**src/pqim_params.svh**
```systemverilog
`ifndef PQIM_PARAMS_SVH
`define PQIM_PARAMS_SVH

// Register byte offsets on the bus
`define PQIM_OFF_STATUS 8'h00
`define PQIM_OFF_MASK 8'h04
`define PQIM_OFF_PHASE 8'h08
`define PQIM_OFF_THRESH 8'h0C

// Event bit positions in status and mask
`define PQIM_B_TOT_NL 0
`define PQIM_B_FUN_NL 1
`define PQIM_B_APP_NL 2
`define PQIM_B_ZXTO_V 3
`define PQIM_B_ZXTO_I 6
`define PQIM_B_ZX_V 9
`define PQIM_B_ZX_I 12
`define PQIM_B_RESET_COMPLETE_PLACEHOLDER 15
`define PQIM_B_DIP 16
`define PQIM_B_OI 17
`define PQIM_B_OV 18
`define PQIM_B_SEQ 19
`define PQIM_B_MISM 20
`define PQIM_B_PKI 23
`define PQIM_B_PKV 24

// Phase status field positions
`define PQIM_P_OI 3
`define PQIM_P_OV 9
`define PQIM_P_DIP 12

// Writable bits and reset values
`define PQIM_MASK_WBITS 32'h019F_FFFF
`define PQIM_MASK_RST 32'h0000_0000
`define PQIM_THRESH_RST 24'h00_0000
`define PQIM_SUM_W 24
`define PQIM_THR_W 24

`endif

```
**src/pqim_pkg.sv**
```systemverilog
`default_nettype none

package pqim_pkg;

`include "pqim_params.svh"

    // Phase order checker states
    typedef enum logic [0:0] {
        PQIM_SEQ_IDLE,
        PQIM_SEQ_WAIT
    } pqim_seq_t;

    // Bus slave state
    typedef struct packed {
        logic ack;
        logic [31:0] dat;
    } pqim_wb_t;

    // Core register state
    typedef struct packed {
        logic [31:0] mask;
        logic [`PQIM_THR_W-1:0] thresh;
        logic [2:0] nl_tot;
        logic [2:0] nl_fun;
        logic [2:0] nl_app;
        pqim_seq_t seq;
        logic boot;
    } pqim_core_t;

endpackage

`default_nettype wire

```
**src/pqim_reg_if.sv**
```systemverilog
`timescale 1ns/1ps
`default_nettype none

// Decoded register access between bus slave and core
interface pqim_reg_if;
    logic wr;
    logic [7:0] addr;
    logic [31:0] wdata;
    logic [3:0] sel;
    logic [31:0] rdata;
    modport bus (output wr, output addr, output wdata, output sel,
                 input rdata);
    modport regs (input wr, input addr, input wdata, input sel,
                  output rdata);
endinterface

`default_nettype wire

```
**src/pqim_sticky.sv**
```systemverilog
`timescale 1ns/1ps
`default_nettype none

module pqim_sticky #(
    parameter int W = 32
) (
    input wire logic clk_i,
    input wire logic rst_i,
    input wire logic [W-1:0] set_i,
    input wire logic [W-1:0] clr_i,
    output logic [W-1:0] flags_o
);

    typedef struct packed {
        logic [W-1:0] flags;
    } pqim_sticky_t;

    pqim_sticky_t q;
    pqim_sticky_t d;

    // Set wins over a same-cycle clear so no event is lost
    always_comb begin
        d = q;
        d.flags = (q.flags & ~clr_i) | set_i;
    end

    // Flag register, cleared by the synchronous reset
    always_ff @(posedge clk_i) begin
        if (rst_i) begin
            q <= '0;
        end else begin
            q <= d;
        end
    end

    assign flags_o = q.flags;

endmodule

`default_nettype wire

```
**src/pqim_wb_slave.sv**
```systemverilog
`timescale 1ns/1ps
`default_nettype none

module pqim_wb_slave
    import pqim_pkg::*;
(
    input wire logic clk_i,
    input wire logic rst_i,
    input wire logic wb_cyc_i,
    input wire logic wb_stb_i,
    input wire logic wb_we_i,
    input wire logic [7:0] wb_adr_i,
    input wire logic [3:0] wb_sel_i,
    input wire logic [31:0] wb_dat_i,
    output logic [31:0] wb_dat_o,
    output logic wb_ack_o,
    pqim_reg_if.bus regs
);

    pqim_wb_t q;
    pqim_wb_t d;
    logic req;

    assign req = wb_cyc_i && wb_stb_i;

    // One wait state; ack drops the cycle after it is given
    always_comb begin
        d = q;
        d.ack = req && !q.ack;
        if (req && !q.ack) begin
            d.dat = wb_we_i ? 32'h0000_0000 : regs.rdata;
        end
    end

    // Slave state register, idle after reset
    always_ff @(posedge clk_i) begin
        if (rst_i) begin
            q <= '0;
        end else begin
            q <= d;
        end
    end

    // Write lands on the edge where the master sees ack
    assign regs.wr = req && wb_we_i && q.ack;
    assign regs.addr = wb_adr_i;
    assign regs.wdata = wb_dat_i;
    assign regs.sel = wb_sel_i;
    assign wb_ack_o = q.ack;
    assign wb_dat_o = q.dat;

endmodule

`default_nettype wire

```
**src/pqim_top.sv**
```systemverilog
`timescale 1ns/1ps
`default_nettype none
`include "pqim_params.svh"

// Operation
// Bit 0 enables total power no-load entry
// Bit 1 enables fundamental power no-load entry
// Bit 2 enables apparent power no-load entry
// Bits 3-5 enable voltage crossing timeouts
// Bits 6-8 enable current crossing timeouts
// Bits 9-11 enable voltage crossing detection
// Bits 12-14 enable current crossing detection
// Bit 15 stored but reset-done always enabled
// Bit 16 enables dip, phase in 14-12
// Bit 17 enables overcurrent, phase in 5-3
// Bit 18 enables over-level, phase in 11-9
// Bit 19 enables phase order A-C-B error
// Bit 20 enables current sum mismatch
// Bit 23 enables current peak period end
// Bit 24 enables voltage peak period end
// Reserved bits reset zero, control nothing
// Request high while enabled flag is set

module pqim_top
    import pqim_pkg::*;
(
    input wire logic clk_i,
    input wire logic rst_i,
    // Wishbone classic slave
    input wire logic wb_cyc_i,
    input wire logic wb_stb_i,
    input wire logic wb_we_i,
    input wire logic [7:0] wb_adr_i,
    input wire logic [3:0] wb_sel_i,
    input wire logic [31:0] wb_dat_i,
    output logic [31:0] wb_dat_o,
    output logic wb_ack_o,
    // Per-phase no-load levels, bit 0 is phase A
    input wire logic [2:0] total_noload_i,
    input wire logic [2:0] fundamental_noload_i,
    input wire logic [2:0] apparent_noload_i,
    // Missed crossing pulses, bit 0 is phase A
    input wire logic [2:0] volt_timeout_i,
    input wire logic [2:0] curr_timeout_i,
    // Rising crossing pulses, bit 0 is phase A
    input wire logic [2:0] volt_crossing_i,
    input wire logic [2:0] curr_crossing_i,
    // Per-phase level event pulses
    input wire logic [2:0] dip_i,
    input wire logic [2:0] curr_excess_i,
    input wire logic [2:0] volt_excess_i,
    // Current sum check samples
    input wire logic sum_valid_i,
    input wire logic [`PQIM_SUM_W-1:0] phase_current_sum_i,
    input wire logic [`PQIM_SUM_W-1:0] neutral_current_value_i,
    // Peak detection period ends
    input wire logic curr_peak_end_i,
    input wire logic volt_peak_end_i,
    // Interrupt request, active high level
    output logic irq_o,
    output logic [31:0] event_interrupt_enable_group_b_o
);

    localparam int SW = `PQIM_SUM_W;
    localparam int TW = `PQIM_THR_W;

    pqim_reg_if regs ();

    pqim_core_t q;
    pqim_core_t d;

    logic [31:0] status;
    logic [31:0] status_set;
    logic [31:0] status_clr;
    logic [15:0] phase_status;
    logic [15:0] phase_set;
    logic [15:0] phase_clr;
    logic [31:0] lanes;
    logic [31:0] enables;
    logic wr_status;
    logic wr_mask;
    logic wr_phase;
    logic wr_thresh;
    logic seq_error;
    logic mismatch;
    logic [SW:0] sum_diff;
    // Mask fields by name, so each gate below reads as its event
    logic total_noload_enable;
    logic fundamental_noload_enable;
    logic apparent_noload_enable;
    logic volt_a_crossing_timeout_enable;
    logic volt_b_crossing_timeout_enable;
    logic volt_c_crossing_timeout_enable;
    logic curr_a_crossing_timeout_enable;
    logic curr_b_crossing_timeout_enable;
    logic curr_c_crossing_timeout_enable;
    logic volt_a_crossing_enable;
    logic volt_b_crossing_enable;
    logic volt_c_crossing_enable;
    logic curr_a_crossing_enable;
    logic curr_b_crossing_enable;
    logic curr_c_crossing_enable;
    logic voltage_dip_enable;
    logic current_excess_enable;
    logic voltage_excess_enable;
    logic phase_order_error_enable;
    logic current_sum_mismatch_enable;
    logic curr_peak_end_enable;
    logic volt_peak_end_enable;

    // Byte lanes of a write as a bit mask
    function automatic logic [31:0] lane_mask(input logic [3:0] sel);
        lane_mask = {{8{sel[3]}}, {8{sel[2]}}, {8{sel[1]}}, {8{sel[0]}}};
    endfunction

    // Magnitude of the signed difference of two samples
    function automatic logic [SW:0] abs_diff(
        input logic [SW-1:0] a,
        input logic [SW-1:0] b
    );
        logic [SW:0] t;
        t = {a[SW-1], a} - {b[SW-1], b};
        abs_diff = t[SW] ? (~t + {{SW{1'b0}}, 1'b1}) : t;
    endfunction

    // Bus slave front end
    pqim_wb_slave u_wb (
        .clk_i(clk_i),
        .rst_i(rst_i),
        .wb_cyc_i(wb_cyc_i),
        .wb_stb_i(wb_stb_i),
        .wb_we_i(wb_we_i),
        .wb_adr_i(wb_adr_i),
        .wb_sel_i(wb_sel_i),
        .wb_dat_i(wb_dat_i),
        .wb_dat_o(wb_dat_o),
        .wb_ack_o(wb_ack_o),
        .regs(regs.bus)
    );

    // Address decode of the committed write
    assign lanes = lane_mask(regs.sel);
    assign wr_status = regs.wr && (regs.addr == `PQIM_OFF_STATUS);
    assign wr_mask = regs.wr && (regs.addr == `PQIM_OFF_MASK);
    assign wr_phase = regs.wr && (regs.addr == `PQIM_OFF_PHASE);
    assign wr_thresh = regs.wr && (regs.addr == `PQIM_OFF_THRESH);

    // Mismatch compares on every valid sample pair
    assign sum_diff = abs_diff(phase_current_sum_i,
                               neutral_current_value_i);
    assign mismatch = sum_valid_i &&
                      (sum_diff > {1'b0, q.thresh});

    // Phase order: after A rises, C rising before B is an error
    assign seq_error = (q.seq == PQIM_SEQ_WAIT) &&
                       volt_crossing_i[2] &&
                       !volt_crossing_i[1];

    // Event sources into the sticky status bits
    always_comb begin
        status_set = 32'h0000_0000;
        // Entry only: a phase that stays unloaded fires once
        status_set[`PQIM_B_TOT_NL] =
            |(total_noload_i & ~q.nl_tot);
        status_set[`PQIM_B_FUN_NL] =
            |(fundamental_noload_i & ~q.nl_fun);
        status_set[`PQIM_B_APP_NL] =
            |(apparent_noload_i & ~q.nl_app);
        status_set[`PQIM_B_ZXTO_V +: 3] = volt_timeout_i;
        status_set[`PQIM_B_ZXTO_I +: 3] = curr_timeout_i;
        status_set[`PQIM_B_ZX_V +: 3] = volt_crossing_i;
        status_set[`PQIM_B_ZX_I +: 3] = curr_crossing_i;
        status_set[`PQIM_B_RESET_COMPLETE_PLACEHOLDER] = q.boot;
        status_set[`PQIM_B_DIP] = |dip_i;
        status_set[`PQIM_B_OI] = |curr_excess_i;
        status_set[`PQIM_B_OV] = |volt_excess_i;
        status_set[`PQIM_B_SEQ] = seq_error;
        status_set[`PQIM_B_MISM] = mismatch;
        status_set[`PQIM_B_PKI] = curr_peak_end_i;
        status_set[`PQIM_B_PKV] = volt_peak_end_i;
    end

    // Software clears by writing ones
    assign status_clr = wr_status ? (regs.wdata & lanes) : 32'h0000_0000;

    pqim_sticky #(
        .W(32)
    ) u_status (
        .clk_i(clk_i),
        .rst_i(rst_i),
        .set_i(status_set),
        .clr_i(status_clr),
        .flags_o(status)
    );

    // Which phase caused a level event
    always_comb begin
        phase_set = 16'h0000;
        phase_set[`PQIM_P_OI +: 3] = curr_excess_i;
        phase_set[`PQIM_P_OV +: 3] = volt_excess_i;
        phase_set[`PQIM_P_DIP +: 3] = dip_i;
    end

    // Always-zero phase bits can never be set, so clear is harmless
    assign phase_clr = wr_phase ? (regs.wdata[15:0] & lanes[15:0])
                                : 16'h0000;

    pqim_sticky #(
        .W(16)
    ) u_phase (
        .clk_i(clk_i),
        .rst_i(rst_i),
        .set_i(phase_set),
        .clr_i(phase_clr),
        .flags_o(phase_status)
    );

    // Core state: mask, threshold, no-load history, order checker
    always_comb begin
        d = q;
        d.boot = 1'b0;
        d.nl_tot = total_noload_i;
        d.nl_fun = fundamental_noload_i;
        d.nl_app = apparent_noload_i;
        if (wr_mask) begin
            // Reserved bits are never stored, so they read zero
            d.mask = (q.mask & ~lanes) |
                     (regs.wdata & lanes & `PQIM_MASK_WBITS);
        end
        if (wr_thresh) begin
            d.thresh = (q.thresh & ~lanes[TW-1:0]) |
                       (regs.wdata[TW-1:0] & lanes[TW-1:0]);
        end
        // A fresh A crossing restarts the wait for the next phase
        case (q.seq)
            PQIM_SEQ_IDLE: begin
                if (volt_crossing_i[0]) begin
                    d.seq = PQIM_SEQ_WAIT;
                end
            end
            PQIM_SEQ_WAIT: begin
                if (volt_crossing_i[1] || volt_crossing_i[2]) begin
                    d.seq = volt_crossing_i[0] ? PQIM_SEQ_WAIT
                                               : PQIM_SEQ_IDLE;
                end
            end
            default: begin
                d.seq = PQIM_SEQ_IDLE;
            end
        endcase
    end

    // Core state register with synchronous reset
    always_ff @(posedge clk_i) begin
        if (rst_i) begin
            q.mask <= `PQIM_MASK_RST;
            q.thresh <= `PQIM_THRESH_RST;
            q.nl_tot <= 3'h0;
            q.nl_fun <= 3'h0;
            q.nl_app <= 3'h0;
            q.seq <= PQIM_SEQ_IDLE;
            q.boot <= 1'b1;
        end else begin
            q <= d;
        end
    end

    // Read mux; unmapped offsets answer zero
    always_comb begin
        case (regs.addr)
            `PQIM_OFF_STATUS: begin
                regs.rdata = status;
            end
            `PQIM_OFF_MASK: begin
                regs.rdata = q.mask;
            end
            `PQIM_OFF_PHASE: begin
                regs.rdata = {16'h0000, phase_status};
            end
            `PQIM_OFF_THRESH: begin
                regs.rdata = {{(32 - TW){1'b0}}, q.thresh};
            end
            default: begin
                regs.rdata = 32'h0000_0000;
            end
        endcase
    end

    // Bit 15 and the reserved bits get no field: they must gate nothing
    assign total_noload_enable = q.mask[`PQIM_B_TOT_NL];
    assign fundamental_noload_enable = q.mask[`PQIM_B_FUN_NL];
    assign apparent_noload_enable = q.mask[`PQIM_B_APP_NL];
    assign volt_a_crossing_timeout_enable = q.mask[`PQIM_B_ZXTO_V];
    assign volt_b_crossing_timeout_enable = q.mask[`PQIM_B_ZXTO_V + 1];
    assign volt_c_crossing_timeout_enable = q.mask[`PQIM_B_ZXTO_V + 2];
    assign curr_a_crossing_timeout_enable = q.mask[`PQIM_B_ZXTO_I];
    assign curr_b_crossing_timeout_enable = q.mask[`PQIM_B_ZXTO_I + 1];
    assign curr_c_crossing_timeout_enable = q.mask[`PQIM_B_ZXTO_I + 2];
    assign volt_a_crossing_enable = q.mask[`PQIM_B_ZX_V];
    assign volt_b_crossing_enable = q.mask[`PQIM_B_ZX_V + 1];
    assign volt_c_crossing_enable = q.mask[`PQIM_B_ZX_V + 2];
    assign curr_a_crossing_enable = q.mask[`PQIM_B_ZX_I];
    assign curr_b_crossing_enable = q.mask[`PQIM_B_ZX_I + 1];
    assign curr_c_crossing_enable = q.mask[`PQIM_B_ZX_I + 2];
    assign voltage_dip_enable = q.mask[`PQIM_B_DIP];
    assign current_excess_enable = q.mask[`PQIM_B_OI];
    assign voltage_excess_enable = q.mask[`PQIM_B_OV];
    assign phase_order_error_enable = q.mask[`PQIM_B_SEQ];
    assign current_sum_mismatch_enable = q.mask[`PQIM_B_MISM];
    assign curr_peak_end_enable = q.mask[`PQIM_B_PKI];
    assign volt_peak_end_enable = q.mask[`PQIM_B_PKV];

    // Reset-done cannot be masked; stored bit 15 is ignored here
    always_comb begin
        // Positions with no field except bit 15 stay zero whatever software stores
        enables = 32'h0000_0000;
        enables[`PQIM_B_TOT_NL] = total_noload_enable;
        enables[`PQIM_B_FUN_NL] = fundamental_noload_enable;
        enables[`PQIM_B_APP_NL] = apparent_noload_enable;
        // Missed crossings, phases A to C
        enables[`PQIM_B_ZXTO_V] = volt_a_crossing_timeout_enable;
        enables[`PQIM_B_ZXTO_V + 1] = volt_b_crossing_timeout_enable;
        enables[`PQIM_B_ZXTO_V + 2] = volt_c_crossing_timeout_enable;
        enables[`PQIM_B_ZXTO_I] = curr_a_crossing_timeout_enable;
        enables[`PQIM_B_ZXTO_I + 1] = curr_b_crossing_timeout_enable;
        enables[`PQIM_B_ZXTO_I + 2] = curr_c_crossing_timeout_enable;
        // Detected crossings, phases A to C
        enables[`PQIM_B_ZX_V] = volt_a_crossing_enable;
        enables[`PQIM_B_ZX_V + 1] = volt_b_crossing_enable;
        enables[`PQIM_B_ZX_V + 2] = volt_c_crossing_enable;
        enables[`PQIM_B_ZX_I] = curr_a_crossing_enable;
        enables[`PQIM_B_ZX_I + 1] = curr_b_crossing_enable;
        enables[`PQIM_B_ZX_I + 2] = curr_c_crossing_enable;
        enables[`PQIM_B_RESET_COMPLETE_PLACEHOLDER] = 1'b1;
        // Level events, order, sum and peak period ends
        enables[`PQIM_B_DIP] = voltage_dip_enable;
        enables[`PQIM_B_OI] = current_excess_enable;
        enables[`PQIM_B_OV] = voltage_excess_enable;
        enables[`PQIM_B_SEQ] = phase_order_error_enable;
        enables[`PQIM_B_MISM] = current_sum_mismatch_enable;
        enables[`PQIM_B_PKI] = curr_peak_end_enable;
        enables[`PQIM_B_PKV] = volt_peak_end_enable;
    end

    // Level request, drops as soon as the last enabled flag clears
    assign irq_o = |(status & enables);
    assign event_interrupt_enable_group_b_o = q.mask;

endmodule

`default_nettype wire

```
**config.mk**
```make
export PLATFORM = sky130hd
export DESIGN_NAME = pqim_top
export DESIGN_NICKNAME = d
export VERILOG_FILES = /design/src/pqim_pkg.sv /design/src/pqim_reg_if.sv /design/src/pqim_sticky.sv /design/src/pqim_wb_slave.sv /design/src/pqim_top.sv
export VERILOG_INCLUDE_DIRS = /design/src
export SDC_FILE = /design/constraint.sdc
export NUM_CORES = 1
export LEC_CHECK = 0
export ABC_AREA = 1
export ABC_CLOCK_PERIOD_IN_PS = 6420
export BUFFER_PORTS_ARGS = -buffer_cell sky130_fd_sc_hd__buf_2
export CAP_MARGIN = 20
export CORE_ASPECT_RATIO = 1.1
export CORE_MARGIN = 10
export CORE_UTILIZATION = 46
export DETAILED_ROUTE_END_ITERATION = 10
export GPL_TIMING_DRIVEN = 1
export PLACE_DENSITY = 0.79
export SYNTH_ARGS = -nofsm -noshare
export SYNTH_HDL_FRONTEND = slang
export SYNTH_SLANG_ARGS = --single-unit
```
**constraint.sdc**
```tcl
create_clock -name clk_i -period 6.42 [get_ports clk_i]
set_input_delay 0.963 -clock clk_i [delete_from_list [all_inputs] [get_ports clk_i]]
set_output_delay 0.963 -clock clk_i [all_outputs]
set_load 0.02 [all_outputs]
```
# Word level (Yosys, flattened, before mapping)
# Cells that the tools add are included.
# totals
regBits	148
input_bits	130
out_inout_bits	66
wordCells	72
# op_classes
add_sub_neg	2
order_cmp	1
eq_ne	3
mux	9
n_bitwise	24
n_reduce_logical	22
# ops
operator	count
$pmux 32 s4	1
$and 32x32->32	3
$mux 32	2
$not 32->32	2
$or 32x25->32	2
$and 24x24->24	2
$and 16x16->16	2
$and 32x25->32	1
$reduce_or 32->1	1
$add 25x1->25 const B	1
$gt 25x24->1	1
$mux 25	1
$not 25->25	1
$sub 24x24->25	1
$not 24->24	1
$or 24x24->24	1
$reduce_or 3->1	6
$eq 8x4->1 const B	2
$mux 16	1
$not 16->16	1
$or 16x15->16	1
$logic_and 1x1->1	11
$and 3x3->3	3
$not 3->3	3
other kinds (7)	10

# Longest topological paths before layout
# Gate-level depths: netlist (run 1).
# depth
ltp_word	8
depth_mapped	31
ltp_nobuf	31

# Hierarchy
# From an unflattened synthesis (run 1), not the netlist that was laid out.
# unflattened
hier_cells	1749
hier_area_um2	10817.9
# modules_own_cells
module	n_inst	cells_each	area_per_inst_um2	seq_area_each_um2
pqim_top	1	1183	7015.5	1341.3
pqim_wb_slave	1	321	1950.6	660.6
pqim_sticky (u_status)	1	163	1194.9	640.6
pqim_sticky (u_phase)	1	82	656.9	320.3

# Worst setup path after synthesis (run 1)
# Ideal clock, no wire load.
# synth_timing
path_kind	input to register
from	input port phase_current_sum_i[0]
to	register u_status.q, in the netlist u_status.flags_o[20]
setup_time_ns	0.071
arrival_time_ns	4.138
required_ns	6.349
slack_ns	2.211
path_stages	27
path_buffers	0
cell_sequence	inv_1 -> ha_1 -> fa_1 -> ha_1 -> inv_1 -> a21oi_1 -> nand3_1 -> nor2_1 -> nand3_1 -> nor3_2 -> nand3_2 -> o21ai_0 -> xor2_1 -> inv_1 -> ha_1 -> nand2_1 -> inv_1 -> nand3_1 -> nor4_1 -> a21oi_1 -> o21ai_0 -> nand2_1 -> nand2_1 -> nand2_1 -> nand2_1 -> nand2_1 -> a21oi_1
# synth_via
elab_chain_cells	7
# synth_rtl
element	line	source
start: declaration	pqim_top.sv:54	input wire logic [`PQIM_SUM_W-1:0] phase_current_sum_i,
$sub 24x24->25 (*)	pqim_top.sv:122	t = {a[SW-1], a} - {b[SW-1], b};
$not 25->25	pqim_top.sv:123	abs_diff = t[SW] ? (~t + {{SW{1'b0}}, 1'b1}) : t;
$add 25x1->25	pqim_top.sv:123	
$mux 25 (*)	pqim_top.sv:123	
$gt 25x24->1 (*)	pqim_top.sv:152	(sum_diff > {1'b0, q.thresh});
$logic_and 1x1->1 (*)	pqim_top.sv:151	assign mismatch = sum_valid_i &&
$or 32x25->32 (*)	pqim_sticky.sv:24	d.flags = (q.flags & ~clr_i) | set_i;
end signal: assignment	pqim_sticky.sv:30	q <= '0;
end signal: assignment	pqim_sticky.sv:32	q <= d;
end: declaration	pqim_sticky.sv:18	pqim_sticky_t q;
# Every way passes the cells marked *; elsewhere a longest branch is shown, timed or not.
# A chain may end at the register's enable or synchronous reset.

# Worst setup path after layout (run 1)
# Ends and elaborated chain as after synthesis.

==> results, run 1 <==
- After detailed routing, the number of vias per cell comes to 5.29.
- The floorplan step defined a die boundary enclosing 0.0260 sq mm.
- After clock tree synthesis, the repair step resized 0 gates.
- The data arrival at the endpoint of the critical path is 4990 ps.
- The starting density of the core is 46.5%.
- Measured along the x axis, the die boundary spans 155 um.
- The synthesized area is 0.00917 sq mm.
- The timing-limited maximum frequency is 215 MHz.
- After detailed routing, the total wire length is 28.1 mm.
- By instance count, the cell type seen most on the critical path is sky130_fd_sc_hd__nand2_1.
- Synthesis inferred 148 register bits.
- The number of slew-limit violations in the final report is 0.
- The maximum number of pins on one net before global-route repair is 92.
- In this run the static leakage power is 5.39 nW.
- Row generation in the floorplan step produced 54 rows.
- The via count of the first global-routing pass is 9196.
- CTS built an H-tree with a depth of 4.
- Buffers inserted to repair hold after CTS numbered 0.
- The die span in y is 168 um.
- The share of final-layout standard cells stronger than drive strength 1 is 17.0%.
- After synthesis, the netlist uses 46 different library cells.
- The TritonCTS clock tree is built.
- The power density over the cells is 240 mW/mm^2.
- Counting buffers and inverters, the worst setup path is 30 cells deep.
- The number of detailed-routing iterations run before antenna repair is 7.
- The worst pin sits at a relative slew slack of 21.3%.
- The smallest clock period supported by the final layout is computed as 4650 ps.
- Of the synthesized area, sequential elements account for 32.3%.
- The number of clock sinks is 148.
- Clock-pin slew was measured on the worst setup and hold paths at 60 ps.
- Counting both buffers and inverters, the worst setup path holds a total of 5.
- On the worst path, the slowest cell contributes a delay of 450 ps.
- The clock reaches the later pin of the worst-skew pair after 430 ps.
- The slowest stage of the critical path belongs to the cell sky130_fd_sc_hd__nand2_1.
- The path class of the tightest hold or removal check is register to register.
- The count of endpoints failing setup in the final report is 0.
- A synthesized cell averages 6.60 sq um.
- The fraction of synthesis flops using an asynchronous set or reset pin is 0%.
- The number of buffers between clock root and the deepest sink is 2.
- The placed instances occupy a cell area of 0.0101 sq mm.
- The data required time of the worst path is 6760 ps.
- In this run the count of I/O pins placed on the die edge is 196.
- The initial antenna violation count was 2.
- At the end of routability-driven placement, the weighted congestion stood at 0.923.
- Counting cells, the worst reg-to-reg path comes to 8.
- The synthesized instance count is 1389.
- The master cell of the clock root buffer is sky130_fd_sc_hd__clkbuf_16.
- The post-CTS setup buffer count is 0.
- The maximum clock skew at final layout is 12.5 ps.
- The count of filler cells inserted in the layout is 1948.
- The worst setup path is captured at a register.
- The instance count along the most critical hold path is 2.
- Counting flops with a built-in enable in the synthesized netlist gives 0.
- For the pin with the worst max-slew slack, the measured transition is 1180 ps.
- The remaining antenna violation count after routing is 0.
- The number of violations reported at the end of detailed-routing iteration 0 is 649.
- The number of placed cells counting well taps is 1765.
- The Yosys step of the flow raised 0 warnings.
- The cell area after layout is 0.0107 sq mm.
- Before CTS, the worst setup slack after placement is 1370 ps.
- The design draws 2.57 mW.
- Across all setup checks in the final design, the least slack found is 1770 ps.
- Among cell families on the critical path, the largest total delay comes from simple AND/OR/NAND/NOR gates.
- The detailed-placement wirelength estimate is 21.5 mm.
- The global routing usage summed across all routing layers is 20.7%.
- After the flow finishes, the layout carries non-filler instances totaling 1798.
- The core region area is 0.0197 sq mm.
- The peak fanout along the critical path is 21.
- The average wire length per cell after detail routing is 15.6 um.
- The class of the most critical setup path is input pin to register.
- The number of maximum-capacitance constraint violations is 0.
- Port buffering added 195 buffers.
- In the synthesized netlist the dominant register cell turns out to be sky130_fd_sc_hd__dfxtp_1.
- Summed over all failing endpoints, the final setup total negative slack is 0 ps.
- Summing over every cut layer, the via total after detailed routing is 9512.
- At the end of the flow, the number of nets in the layout was 1712.
- Setup repair after global routing left no endpoint under its margin.
- The flow ran to the end, and the final reports show no timing, DRC or antenna violations.
- The area growth from synthesis to layout is 17.1%.
- The hold violation total from the final report was 0.
- The total global routing overflow is 0.
- The wire length of the first global-routing pass is 45.2 mm.
- The final clock period utilization by the worst path is 72.5%.
- The largest voltage drop on the vdd net is 0.191 mV.
- In this run, CTS created clock tree buffers numbering 17.
- The synthesized net count is 1569.
- The startpoint kind of the worst setup timing path is an input pin.
- For this run, design rule violations remaining after detail routing come to 0.
==> tightest hold or removal path: cells and delay by family (launching register included) <==
| family | cells | cell delay [ps] |
|---|---|---|
| buf+inv | 1 | 40 |
| compound gates | 1 | 50 |
| flops | 1 | 290 |
==> Yosys cell counts, drive strengths merged (6+ instances only) <==
| cell | number | share of area, % |
|---|---|---|
| a211oi | 23 | 1.9 |
| a21oi | 122 | 6.7 |
| a22o | 7 | 0.67 |
| buf | 44 | 3.4 |
| clkbuf | 34 | 1.4 |
| dfxtp | 148 | 32 |
| ha | 49 | 6.7 |
| inv | 257 | 11 |
| nand2 | 312 | 13 |
| nand3 | 95 | 5.5 |
| nand4 | 15 | 1.0 |
| nor2 | 102 | 4.4 |
| nor4 | 7 | 0.71 |
| o21ai | 95 | 5.2 |
| o221ai | 6 | 0.57 |
| o22ai | 18 | 1.2 |
| xnor2 | 6 | 0.57 |
| xor2 | 19 | 1.8 |
==> cells by family (layout without fill, tap and decap cells) <==
| family | Yosys count | in the layout | share of synthesized area [%] |
|---|---|---|---|
| buffers and inverters | 336 | 490 | 15.3 |
| xor gates and xnor gates | 25 | 25 | 2.39 |
| DFF | 148 | 148 | 32.3 |
| adders and majority gates | 50 | 50 | 6.90 |
| other | 0 | 3 | 0 |
| AOI/OAI and AO/OA | 288 | 288 | 17.7 |
| and+or+nand+nor | 542 | 542 | 25.3 |
==> final cells by class <==
class	instances	area (sq um)	area share [%]
multi-input combinational	905	4820	44.8
sequential	148	2960	27.6
timing repair buffer	202	1030	9.58
inverter	258	968	9.02
clock buffer	18	439	4.09
tap	252	315	2.94
clock inverter	12	203	1.89
antenna	3	7.51	0.0699
==> per-layer routing <==
layer | vias to the layer above | global-route usage (%) | wire length [um]
met5 | - | 0 | 0
met4 | 0 | 6.66 | 562
met3 | 49 | 4.49 | 2260
met2 | 421 | 35.9 | 13600
met1 | 4314 | 24.9 | 11700
li1 | 4728 | - | -
==> path summary, 6_finish.rpt <==
kind | startpoint | to | slack (ps)
max | phase_current_sum_i[0] | u_status.flags_o[20] | 1770
min | q[0] | u_status.flags_o[15] | 430
max reg2reg | u_wb.wb_ack_o | u_status.flags_o[18] | 4100
min reg2reg | q[0] | u_status.flags_o[15] | 430
==> power breakdown <==
part | switching [mW] | internal, mW
Sequential | 0.0107 | 0.937
Clock | 0.389 | 0.698
Combinational | 0.336 | 0.204
==> placed cells by master (no fill, tap or decap), types with 5 or more instances in the layout <==
cell type / count
sky130_fd_sc_hd__nand2_1: 305
sky130_fd_sc_hd__inv_1: 251
sky130_fd_sc_hd__buf_2: 195
sky130_fd_sc_hd__dfxtp_1: 148
sky130_fd_sc_hd__a21oi_1: 121
sky130_fd_sc_hd__nor2_1: 95
sky130_fd_sc_hd__o21ai_0: 92
sky130_fd_sc_hd__nand3_1: 90
sky130_fd_sc_hd__ha_1: 49
sky130_fd_sc_hd__a211oi_1: 23
sky130_fd_sc_hd__xor2_1: 19
sky130_fd_sc_hd__o22ai_1: 18
sky130_fd_sc_hd__clkbuf_16: 17
sky130_fd_sc_hd__nand4_1: 15
sky130_fd_sc_hd__nand2_2: 7
sky130_fd_sc_hd__a22o_1: 7
sky130_fd_sc_hd__buf_4: 7
sky130_fd_sc_hd__nor2_2: 6
sky130_fd_sc_hd__xnor2_1: 6
sky130_fd_sc_hd__o221ai_1: 6
sky130_fd_sc_hd__inv_2: 6
sky130_fd_sc_hd__nand3_2: 5
sky130_fd_sc_hd__bufinv_16: 5
==> metrics by stage <==
step | hold WS (ps) | utilization, %
detailed placement | 426 | 51.1
floorplan | 415 | -
global route | 472 | 54.4
CTS | 435 | 54.4
global placement | 420 | 51.1
finish | 432 | 54.4
No activity file was read; power rests on OpenSTA's default activity.
==> run 2, diff against run 1 <==
--- a/config.mk
+++ b/config.mk
@@ -7,7 +7,7 @@
 export NUM_CORES = 1
 export LEC_CHECK = 0
 export ABC_AREA = 1
-export ABC_CLOCK_PERIOD_IN_PS = 6420
+export ABC_CLOCK_PERIOD_IN_PS = 4800
 export BUFFER_PORTS_ARGS = -buffer_cell sky130_fd_sc_hd__buf_2
 export CAP_MARGIN = 20
 export CORE_ASPECT_RATIO = 1.1
==> constraint.sdc (replaced) <==
create_clock -name clk_i -period 4.8 [get_ports clk_i]
set_input_delay 0.72 -clock clk_i [delete_from_list [all_inputs] [get_ports clk_i]]
set_output_delay 0.72 -clock clk_i [all_outputs]
set_load 0.02 [all_outputs]
==> run 2 against run 1 <==
  * Core utilization decreased by 0.32 points
  * Worst setup slack got worse by 1100 ps
  * Combinational power increased by 34%
  * Register-to-register slack got worse by 1600 ps
  * Sequential power increased by 34%
  * Worst hold slack improved by 16 ps
  * First-iteration DRC count decreased by 7.2%
  * Total power increased by 27%
  * Non-clock buffer count increased by 2
==> results, run 2 (synthesis results as in run 1) <==
- Outcome: completed (unchanged).
- The timing-limited maximum frequency is 243 MHz.
- The number of DRC violations after detailed routing came to 0 (unchanged).
- The peak fanout along the critical path is 3 (was 21).
- The number of clock sinks is 148 (unchanged).
- The setup slack of the worst register-to-register path is 2540 ps (was 4100 ps).
- The total CTS buffers is 17 (unchanged).
- The depth of the worst register-to-register path came to 8 (unchanged).
- The number of violations reported at the end of detailed-routing iteration 0 came to 602 (was 649).
- The worst-case headroom to the max-slew limit came to 29.5% (was 21.3%).
- The number of detailed-routing iterations run before antenna repair is 5 (was 7).
- The most used cell along the critical path is sky130_fd_sc_hd__nand2_1 (unchanged).
- The count of endpoints failing setup in the final report came to 0 (unchanged).
- The class of the tightest hold or removal check is register to register (unchanged).
- The number of placed cells counting well taps came to 1766 (was 1765).
- The maximum number of pins on one net before global-route repair came to 100 (was 92).
- The most frequent standard cell in the layout excluding fill and tap cells is sky130_fd_sc_hd__nand2_1 (unchanged).
- The remaining antenna violation count after routing is 0 (unchanged).
- The class of the most critical setup path is input pin to register (unchanged).
- The fraction of power spent switching nets came to 30.8% (was 28.6%).
- The critical-path cell with the highest stage delay is sky130_fd_sc_hd__fa_1 (was sky130_fd_sc_hd__nand2_1).
- The nature of the critical path endpoint was a register (unchanged).
- The starting density of the core came to 46.5% (unchanged).
- The total of hold buffers inserted after clock tree synthesis came to 0 (unchanged).
- The delay contributed by the slowest stage of the critical path is 530 ps (was 450 ps).
- The weighted congestion at the end of routability-driven global placement is 0.942 (was 0.923).
- The number of buffer cells added on primary ports came to 195 (unchanged).
- The part of the total power dissipated in sequential elements is 38.8% (was 36.8%).
- The count of pins on the block boundary is 196 (unchanged).
- The global routing usage summed across all routing layers came to 20.4% (was 20.7%).
- RSZ-0062 raised after global routing: false (unchanged).
- The total global routing overflow is 0 (unchanged).
- The initial antenna violation count is 1 (was 2).
- The number of nets at the end of the flow is 1714 (was 1712).
- The design internal power is 2.26 mW (was 1.84 mW).
- The combinational fraction of design power was 22.2% (was 21.0%).
- The instance count along the most critical hold path is 2 (unchanged).
- The family with the most delay on the worst path is simple AND/OR/NAND/NOR gates (unchanged).
- The data required time of the worst path is 5140 ps (was 6760 ps).
- The clock transition at the registers of the reported paths is 60 ps (about the same).
- The final wirelength is 27.7 mm (was 28.1 mm).
- The final setup slack of the worst path came to 685 ps (was 1770 ps).
- The post-placement setup slack is 329 ps (was 1370 ps).
- The power density over the cells is 306 mW/mm^2 (was 240 mW/mm^2).
- The minimum period implied by the final worst setup slack is 4110 ps.
- The average wire length per cell after detail routing came to 15.4 um (was 15.6 um).
- The number of buffers between clock root and the deepest sink is 2 (unchanged).
- The via count of the first global-routing pass was 9110 (was 9196).
- The standby leakage power is 5.35 nW (was 5.39 nW).
- The count of filler cells inserted in the layout is 1926 (was 1948).
- The clock network fraction of design power is 39.0% (was 42.2%).
- The number of standard-cell rows in the floorplan is 54 (unchanged).
- The data arrival at the endpoint of the critical path was 4460 ps (was 4990 ps).
- The final clock period utilization by the worst path is 85.7%.
- The cell depth of the worst setup path was 28 (was 30).
- The ratio of routed vias to standard cells is 5.23 (was 5.29).
- The startpoint kind of the worst setup timing path is an input pin (unchanged).
- The area of the die was 0.0260 sq mm (unchanged).
- The switching power summed over all nets was 1.00 mW (was 735 uW).
- The share of final-layout standard cells stronger than drive strength 1 is 17.2% (was 17.0%).
- The clock insertion delay at the later pin of the skew report is 420 ps (was 430 ps).
- The synthesis-to-finish area growth was 16.4% (was 17.1%).
- The post-CTS setup buffer count was 0 (unchanged).
- The core region area is 0.0197 sq mm (unchanged).
- The number of maximum-capacitance constraint violations is 0 (unchanged).
- The die span in y is 168 um (unchanged).
- The CTS H-tree depth is 4 (unchanged).
- The number of buffer and inverter stages on the critical path was 5 (unchanged).
- The transition time at the pin with the least slew margin is 1060 ps (was 1180 ps).
- The TritonCTS clock tree was built (unchanged).
- The maximum clock skew at final layout was 9.25 ps (was 12.5 ps).
- The total of cells resized after clock tree synthesis is 0 (unchanged).
- The final cell count without fillers came to 1800 (was 1798).
- The setup TNS is 0 ps (unchanged).
- The hold violation total from the final report is 0 (unchanged).
- The number of slew-limit violations in the final report is 0 (unchanged).
- Commonest cells after routing, fill and taps aside: 305 x sky130_fd_sc_hd__nand2_1, 251 x sky130_fd_sc_hd__inv_1, 195 x sky130_fd_sc_hd__buf_2 (unchanged).
- The master cell of the clock root buffer is sky130_fd_sc_hd__clkbuf_16 (unchanged).
- The largest voltage drop on the vdd net is 0.239 mV (was 0.191 mV).
- The width of the chip is 155 um (unchanged).
- The routed via count is 9422 (was 9512).
- The detailed-placement wirelength estimate is 21.3 mm (was 21.5 mm).
- The wire length of the first global-routing pass was 44.3 mm (was 45.2 mm).
==> run 2: cell count changes in the layout (fill, tap and decap cells not counted) <==
cell	before	now
sky130_fd_sc_hd__clkinvlp_4	1	5
sky130_fd_sc_hd__diode_2	3	1
sky130_fd_sc_hd__inv_6	2	4
sky130_fd_sc_hd__clkbuf_1	0	1
sky130_fd_sc_hd__buf_4	7	9
sky130_fd_sc_hd__bufinv_16	5	1
sky130_fd_sc_hd__clkinv_2	2	1
==> run 2: path summary, 6_finish.rpt <==
kind | startpoint | endpoint
setup / recovery | phase_current_sum_i[0] | u_status.flags_o[20]
hold / removal | q[0] | u_status.flags_o[15]
setup reg to reg | u_wb.wb_ack_o | u_status.flags_o[17]
hold reg to reg | q[0] | u_status.flags_o[15]
==> run 2: layout make-up <==
| cell class | instances | area, sq um | share of cell area [%] |
|---|---|---|---|
| multi-input cells | 905 | 4820 | 45.1 |
| flip-flops and latches | 148 | 2960 | 27.8 |
| repair buffers | 204 | 1040 | 9.77 |
| inverters | 258 | 968 | 9.07 |
| clock buffers | 19 | 443 | 4.15 |
| well taps | 252 | 315 | 2.95 |
| clock inverters | 13 | 125 | 1.17 |
| diodes | 1 | 2.50 | 0.0234 |
==> run 2: per-layer routing <==
layer	track usage, %	vias to the layer above	share of wire (%)
met5	0	-	0
met4	7.73	0	2.9
met3	5.20	65	8.0
met2	34.8	383	47
met1	24.0	4233	42
li1	-	4741	-
==> run 2: tightest hold or removal path, stage by stage (launching register included) <==
cell,delay [ps]
sky130_fd_sc_hd__dfxtp_1,300
sky130_fd_sc_hd__inv_1,50
sky130_fd_sc_hd__a21oi_1,50
==> run 2: per-stage QoR <==
stage               power, mW  hold WS [ps]  cell area (sq um)  utilization [%]
finish                   3.27           449              10700             54.1
global route             3.43           477              10700             54.1
CTS                      3.27           450              10700             54.1
detailed placement       2.01           443              10100             51.2
global placement         1.99           421              10100             51.2
floorplan                1.82           415               9170                -
==> run 2: power groups by stage <==
stage	combinational, mW	clock, mW	sequential, mW
2_1_floorplan	0.526	0	1.29
3_3_place_gp	0.697	0	1.29
3_5_place_dp	0.719	0	1.29
4_1_cts	0.722	1.28	1.27
5_1_grt	0.835	1.33	1.27
6_report	0.726	1.27	1.27
==> run 3, diff against run 2 <==
--- a/config.mk
+++ b/config.mk
@@ -10,12 +10,14 @@
 export ABC_CLOCK_PERIOD_IN_PS = 4800
 export BUFFER_PORTS_ARGS = -buffer_cell sky130_fd_sc_hd__buf_2
 export CAP_MARGIN = 20
+export CELL_PAD_IN_SITES_DETAIL_PLACEMENT = 1
+export CELL_PAD_IN_SITES_GLOBAL_PLACEMENT = 1
 export CORE_ASPECT_RATIO = 1.1
 export CORE_MARGIN = 10
-export CORE_UTILIZATION = 46
+export CORE_UTILIZATION = 39
 export DETAILED_ROUTE_END_ITERATION = 10
 export GPL_TIMING_DRIVEN = 1
-export PLACE_DENSITY = 0.79
+export PLACE_DENSITY = 0.91
 export SYNTH_ARGS = -nofsm -noshare
 export SYNTH_HDL_FRONTEND = slang
 export SYNTH_SLANG_ARGS = --single-unit
==> run 3 against run 2 <==
  * Worst hold slack improved by 8.7 ps
  * Clock power rose by 6%
  * Critical endpoint unchanged
  * Combinational power grew 4.8%
  * Register-to-register slack got worse by 400 ps
  * Final cell count rose by 2.8%
  * Clock skew grew 1.1 ps
  * First-iteration DRC count is 18% higher
  * Core utilization down 7.3 points
  * Fmax decreased by 1.4%
  * Sequential share of layout area is 0.24 points lower
  * Global-route usage up 1.6 points
  * Critical path type unchanged
==> results, run 3 (synthesis results as in run 1) <==
- The most used cell along the critical path is sky130_fd_sc_hd__nand2_1 (unchanged).
- The number of violations reported at the end of detailed-routing iteration 0 is 713 (was 602).
- The total of cells resized after clock tree synthesis is 0 (unchanged).
- The number of clock sinks is 148 (unchanged).
- The total power after layout is 3.38 mW (was 3.27 mW).
- The width of the chip is 166 um (was 155 um).
- The area after detailed placement is 0.0102 sq mm (was 0.0101 sq mm).
- The number of maximum-capacitance constraint violations came to 0 (unchanged).
- The data required time of the worst path was 5140 ps (about the same).
- The routed length on met2 is 17.5 mm (was 13.0 mm).
- The final-layout worst hold slack is 457 ps (was 449 ps).
- The global routing usage summed across all routing layers is 21.9% (was 20.4%).
- The depth of the worst register-to-register path is 8 (unchanged).
- The number of buffers between clock root and the deepest sink is 2 (unchanged).
- The final wirelength is 34.4 mm (was 27.7 mm).
- The total global routing overflow came to 0 (unchanged).
- The number of buffer cells added on primary ports was 195 (unchanged).
- The peak fanout along the critical path was 3 (unchanged).
- The CTS H-tree depth came to 4 (unchanged).
- The startpoint of the worst-slack reg-to-reg timing path is u_wb.wb_ack_o (unchanged).
- The area of the die is 0.0301 sq mm (was 0.0260 sq mm).
- The largest voltage drop on the vdd net is 0.225 mV (was 0.239 mV).
- The weighted congestion at the end of routability-driven global placement is 0.874 (was 0.942).
- The setup TNS came to 0 ps (unchanged).
- The startpoint kind of the worst setup timing path is an input pin (unchanged).
- The number of standard-cell rows in the floorplan was 58 (was 54).
- The standby leakage power is 5.36 nW (was 5.35 nW).
- The class of the tightest hold or removal check is register to register (unchanged).
- The end point of the most critical hold path is u_status.flags_o[29] (was u_status.flags_o[15]).
- The number of detailed-routing iterations run before antenna repair is 7 (was 5).
- The core region area was 0.0230 sq mm (was 0.0197 sq mm).
- The hold violation total from the final report is 0 (unchanged).
- The number of buffer and inverter stages on the critical path is 5 (unchanged).
- Commonest cells after routing, fill and taps aside: 305 x sky130_fd_sc_hd__nand2_1, 251 x sky130_fd_sc_hd__inv_1, 195 x sky130_fd_sc_hd__buf_2 (unchanged).
- The initial antenna violation count is 3 (was 1).
- The startpoint of the worst hold path is u_status.flags_o[29] (was q[0]).
- The delay contributed by the slowest stage of the critical path is 540 ps (was 530 ps).
- The average wire length per cell after detail routing is 18.6 um (was 15.4 um).
- The most frequent standard cell in the layout excluding fill and tap cells is sky130_fd_sc_hd__nand2_1 (unchanged).
- The synthesis-to-finish area growth is 17.4% (was 16.4%).
- The ratio of routed vias to standard cells is 5.35 (was 5.23).
- The total of hold buffers inserted after clock tree synthesis was 0 (unchanged).
- The instance count along the most critical hold path is 2 (unchanged).
- The cell area after layout came to 0.0108 sq mm (was 0.0107 sq mm).
- The final cell count without fillers was 1850 (was 1800).
- The data arrival at the endpoint of the critical path came to 4520 ps (was 4460 ps).
- Outcome: completed (unchanged).
- The TritonCTS clock tree is built (unchanged).
- The maximum clock skew at final layout was 10.4 ps (was 9.25 ps).
- The detailed-placement wirelength estimate is 25.5 mm (was 21.3 mm).
- The master cell of the clock root buffer is sky130_fd_sc_hd__clkbuf_16 (unchanged).
- The number of slew-limit violations in the final report is 0 (unchanged).
- The remaining antenna violation count after routing is 0 (unchanged).
- The timing-limited maximum frequency was 240 MHz (was 243 MHz).
- The number of DRC violations after detailed routing is 0 (unchanged).
- The number of nets at the end of the flow is 1715 (was 1714).
- The nature of the critical path endpoint is a register (unchanged).
- The family with the most delay on the worst path was simple AND/OR/NAND/NOR gates (unchanged).
- The starting density of the core is 39.9% (was 46.5%).
- The top routing layer in use is met4 (unchanged).
- The post-placement setup slack was 162 ps (was 329 ps).
- The power density over the cells is 313 mW/mm^2 (was 306 mW/mm^2).
- The sum of met3 wire segment lengths after detailed routing is 1.98 mm (was 2.22 mm).
- The share of final-layout standard cells stronger than drive strength 1 is 17.3% (was 17.2%).
- The class of the most critical setup path is input pin to register (unchanged).
- The minimum period implied by the final worst setup slack is 4180 ps (was 4110 ps).
- The transition time at the pin with the least slew margin is 1110 ps (was 1060 ps).
- The worst-case headroom to the max-slew limit is 25.9% (was 29.5%).
- The multi-input combinational cell area is 0.00482 sq mm (unchanged).
- The final clock period utilization by the worst path is 87.0% (was 85.7%).
- The maximum number of pins on one net before global-route repair is 100 (unchanged).
- The clock transition at the registers of the reported paths is 60 ps (about the same).
- The final setup slack of the worst path is 625 ps (was 685 ps).
- The die span in y came to 181 um (was 168 um).
- The number of placed cells counting well taps is 1815 (was 1766).
- The via count of the first global-routing pass is 10609 (was 9110).
- The routed metal-1 wire length is 14.0 mm (was 11.7 mm).
- The post-CTS setup buffer count is 0 (unchanged).
- The count of filler cells inserted in the layout is 3073 (was 1926).
- The count of endpoints failing setup in the final report is 0 (unchanged).
- RSZ-0062 raised after global routing: false (unchanged).
- The setup slack of the worst register-to-register path is 2140 ps (was 2540 ps).
- The final core area utilization is 46.8% (was 54.1%).
- The total CTS buffers was 17 (unchanged).
- The clock insertion delay at the later pin of the skew report is 430 ps (was 420 ps).
- The critical-path cell with the highest stage delay is sky130_fd_sc_hd__fa_1 (unchanged).
- The total area of sequential cells is 0.00296 sq mm (unchanged).
- The capture instance of the worst register-to-register path was u_status.flags_o[17] (unchanged).
- The count of pins on the block boundary was 196 (unchanged).
- The wire length of the first global-routing pass is 54.6 mm (was 44.3 mm).
- The routed via count was 9903 (was 9422).
-- run 3: cell types whose count changed in the layout (fill, tap and decap cells not counted), sizes merged --
cell,change
clkbuf,-1
buf,+1
diode,+2
inv,-1
bufinv,+1
-- run 3: area by class of cell --
class / instances / share of cell area (%)
sequential: 148 / 27.5
inverter: 258 / 8.99
clock inverter: 13 / 1.39
clock buffer: 18 / 4.08
timing repair buffer: 205 / 9.76
multi-input combinational: 905 / 44.7
tap: 300 / 3.49
antenna: 3 / 0.0697
-- run 3: how the worst max path moves through the flow --
| stage | startpoint | endpoint | slack, ps | cells after the start |
|---|---|---|---|---|
| after floorplan | phase_current_sum_i[0] | u_status.flags_o[20] | 830 | 27 |
| after global placement | phase_current_sum_i[0] | u_status.flags_o[20] | 470 | 28 |
| after detailed placement | phase_current_sum_i[0] | u_status.flags_o[20] | 160 | 28 |
| after CTS | phase_current_sum_i[0] | u_status.flags_o[20] | 580 | 28 |
| after global routing | phase_current_sum_i[0] | u_status.flags_o[20] | 130 | 28 |
| final | phase_current_sum_i[0] | u_status.flags_o[20] | 620 | 28 |
-- run 3: report_power, final --
group          internal, mW  switching (mW)
Sequential             1.25          0.0151
Clock                 0.783           0.564
Combinational         0.280           0.480
-- run 3: worst register-to-register path: stages (launching register included) --
cell and delay, ps:
sky130_fd_sc_hd__dfxtp_1 350, sky130_fd_sc_hd__inv_1 50, sky130_fd_sc_hd__nor3_1 620, sky130_fd_sc_hd__inv_1 190, sky130_fd_sc_hd__nor2_1 380, sky130_fd_sc_hd__buf_4 370, sky130_fd_sc_hd__nand3_1 170, sky130_fd_sc_hd__nand2_1 150
sky130_fd_sc_hd__a41oi_1 190
-- run 3: routing by layer --
layer / vias up / track usage (%)
li1: 4742 / -
met1: 4739 / 24.8
met2: 363 / 40.0
met3: 59 / 4.17
met4: 0 / 7.94
met5: - / 0
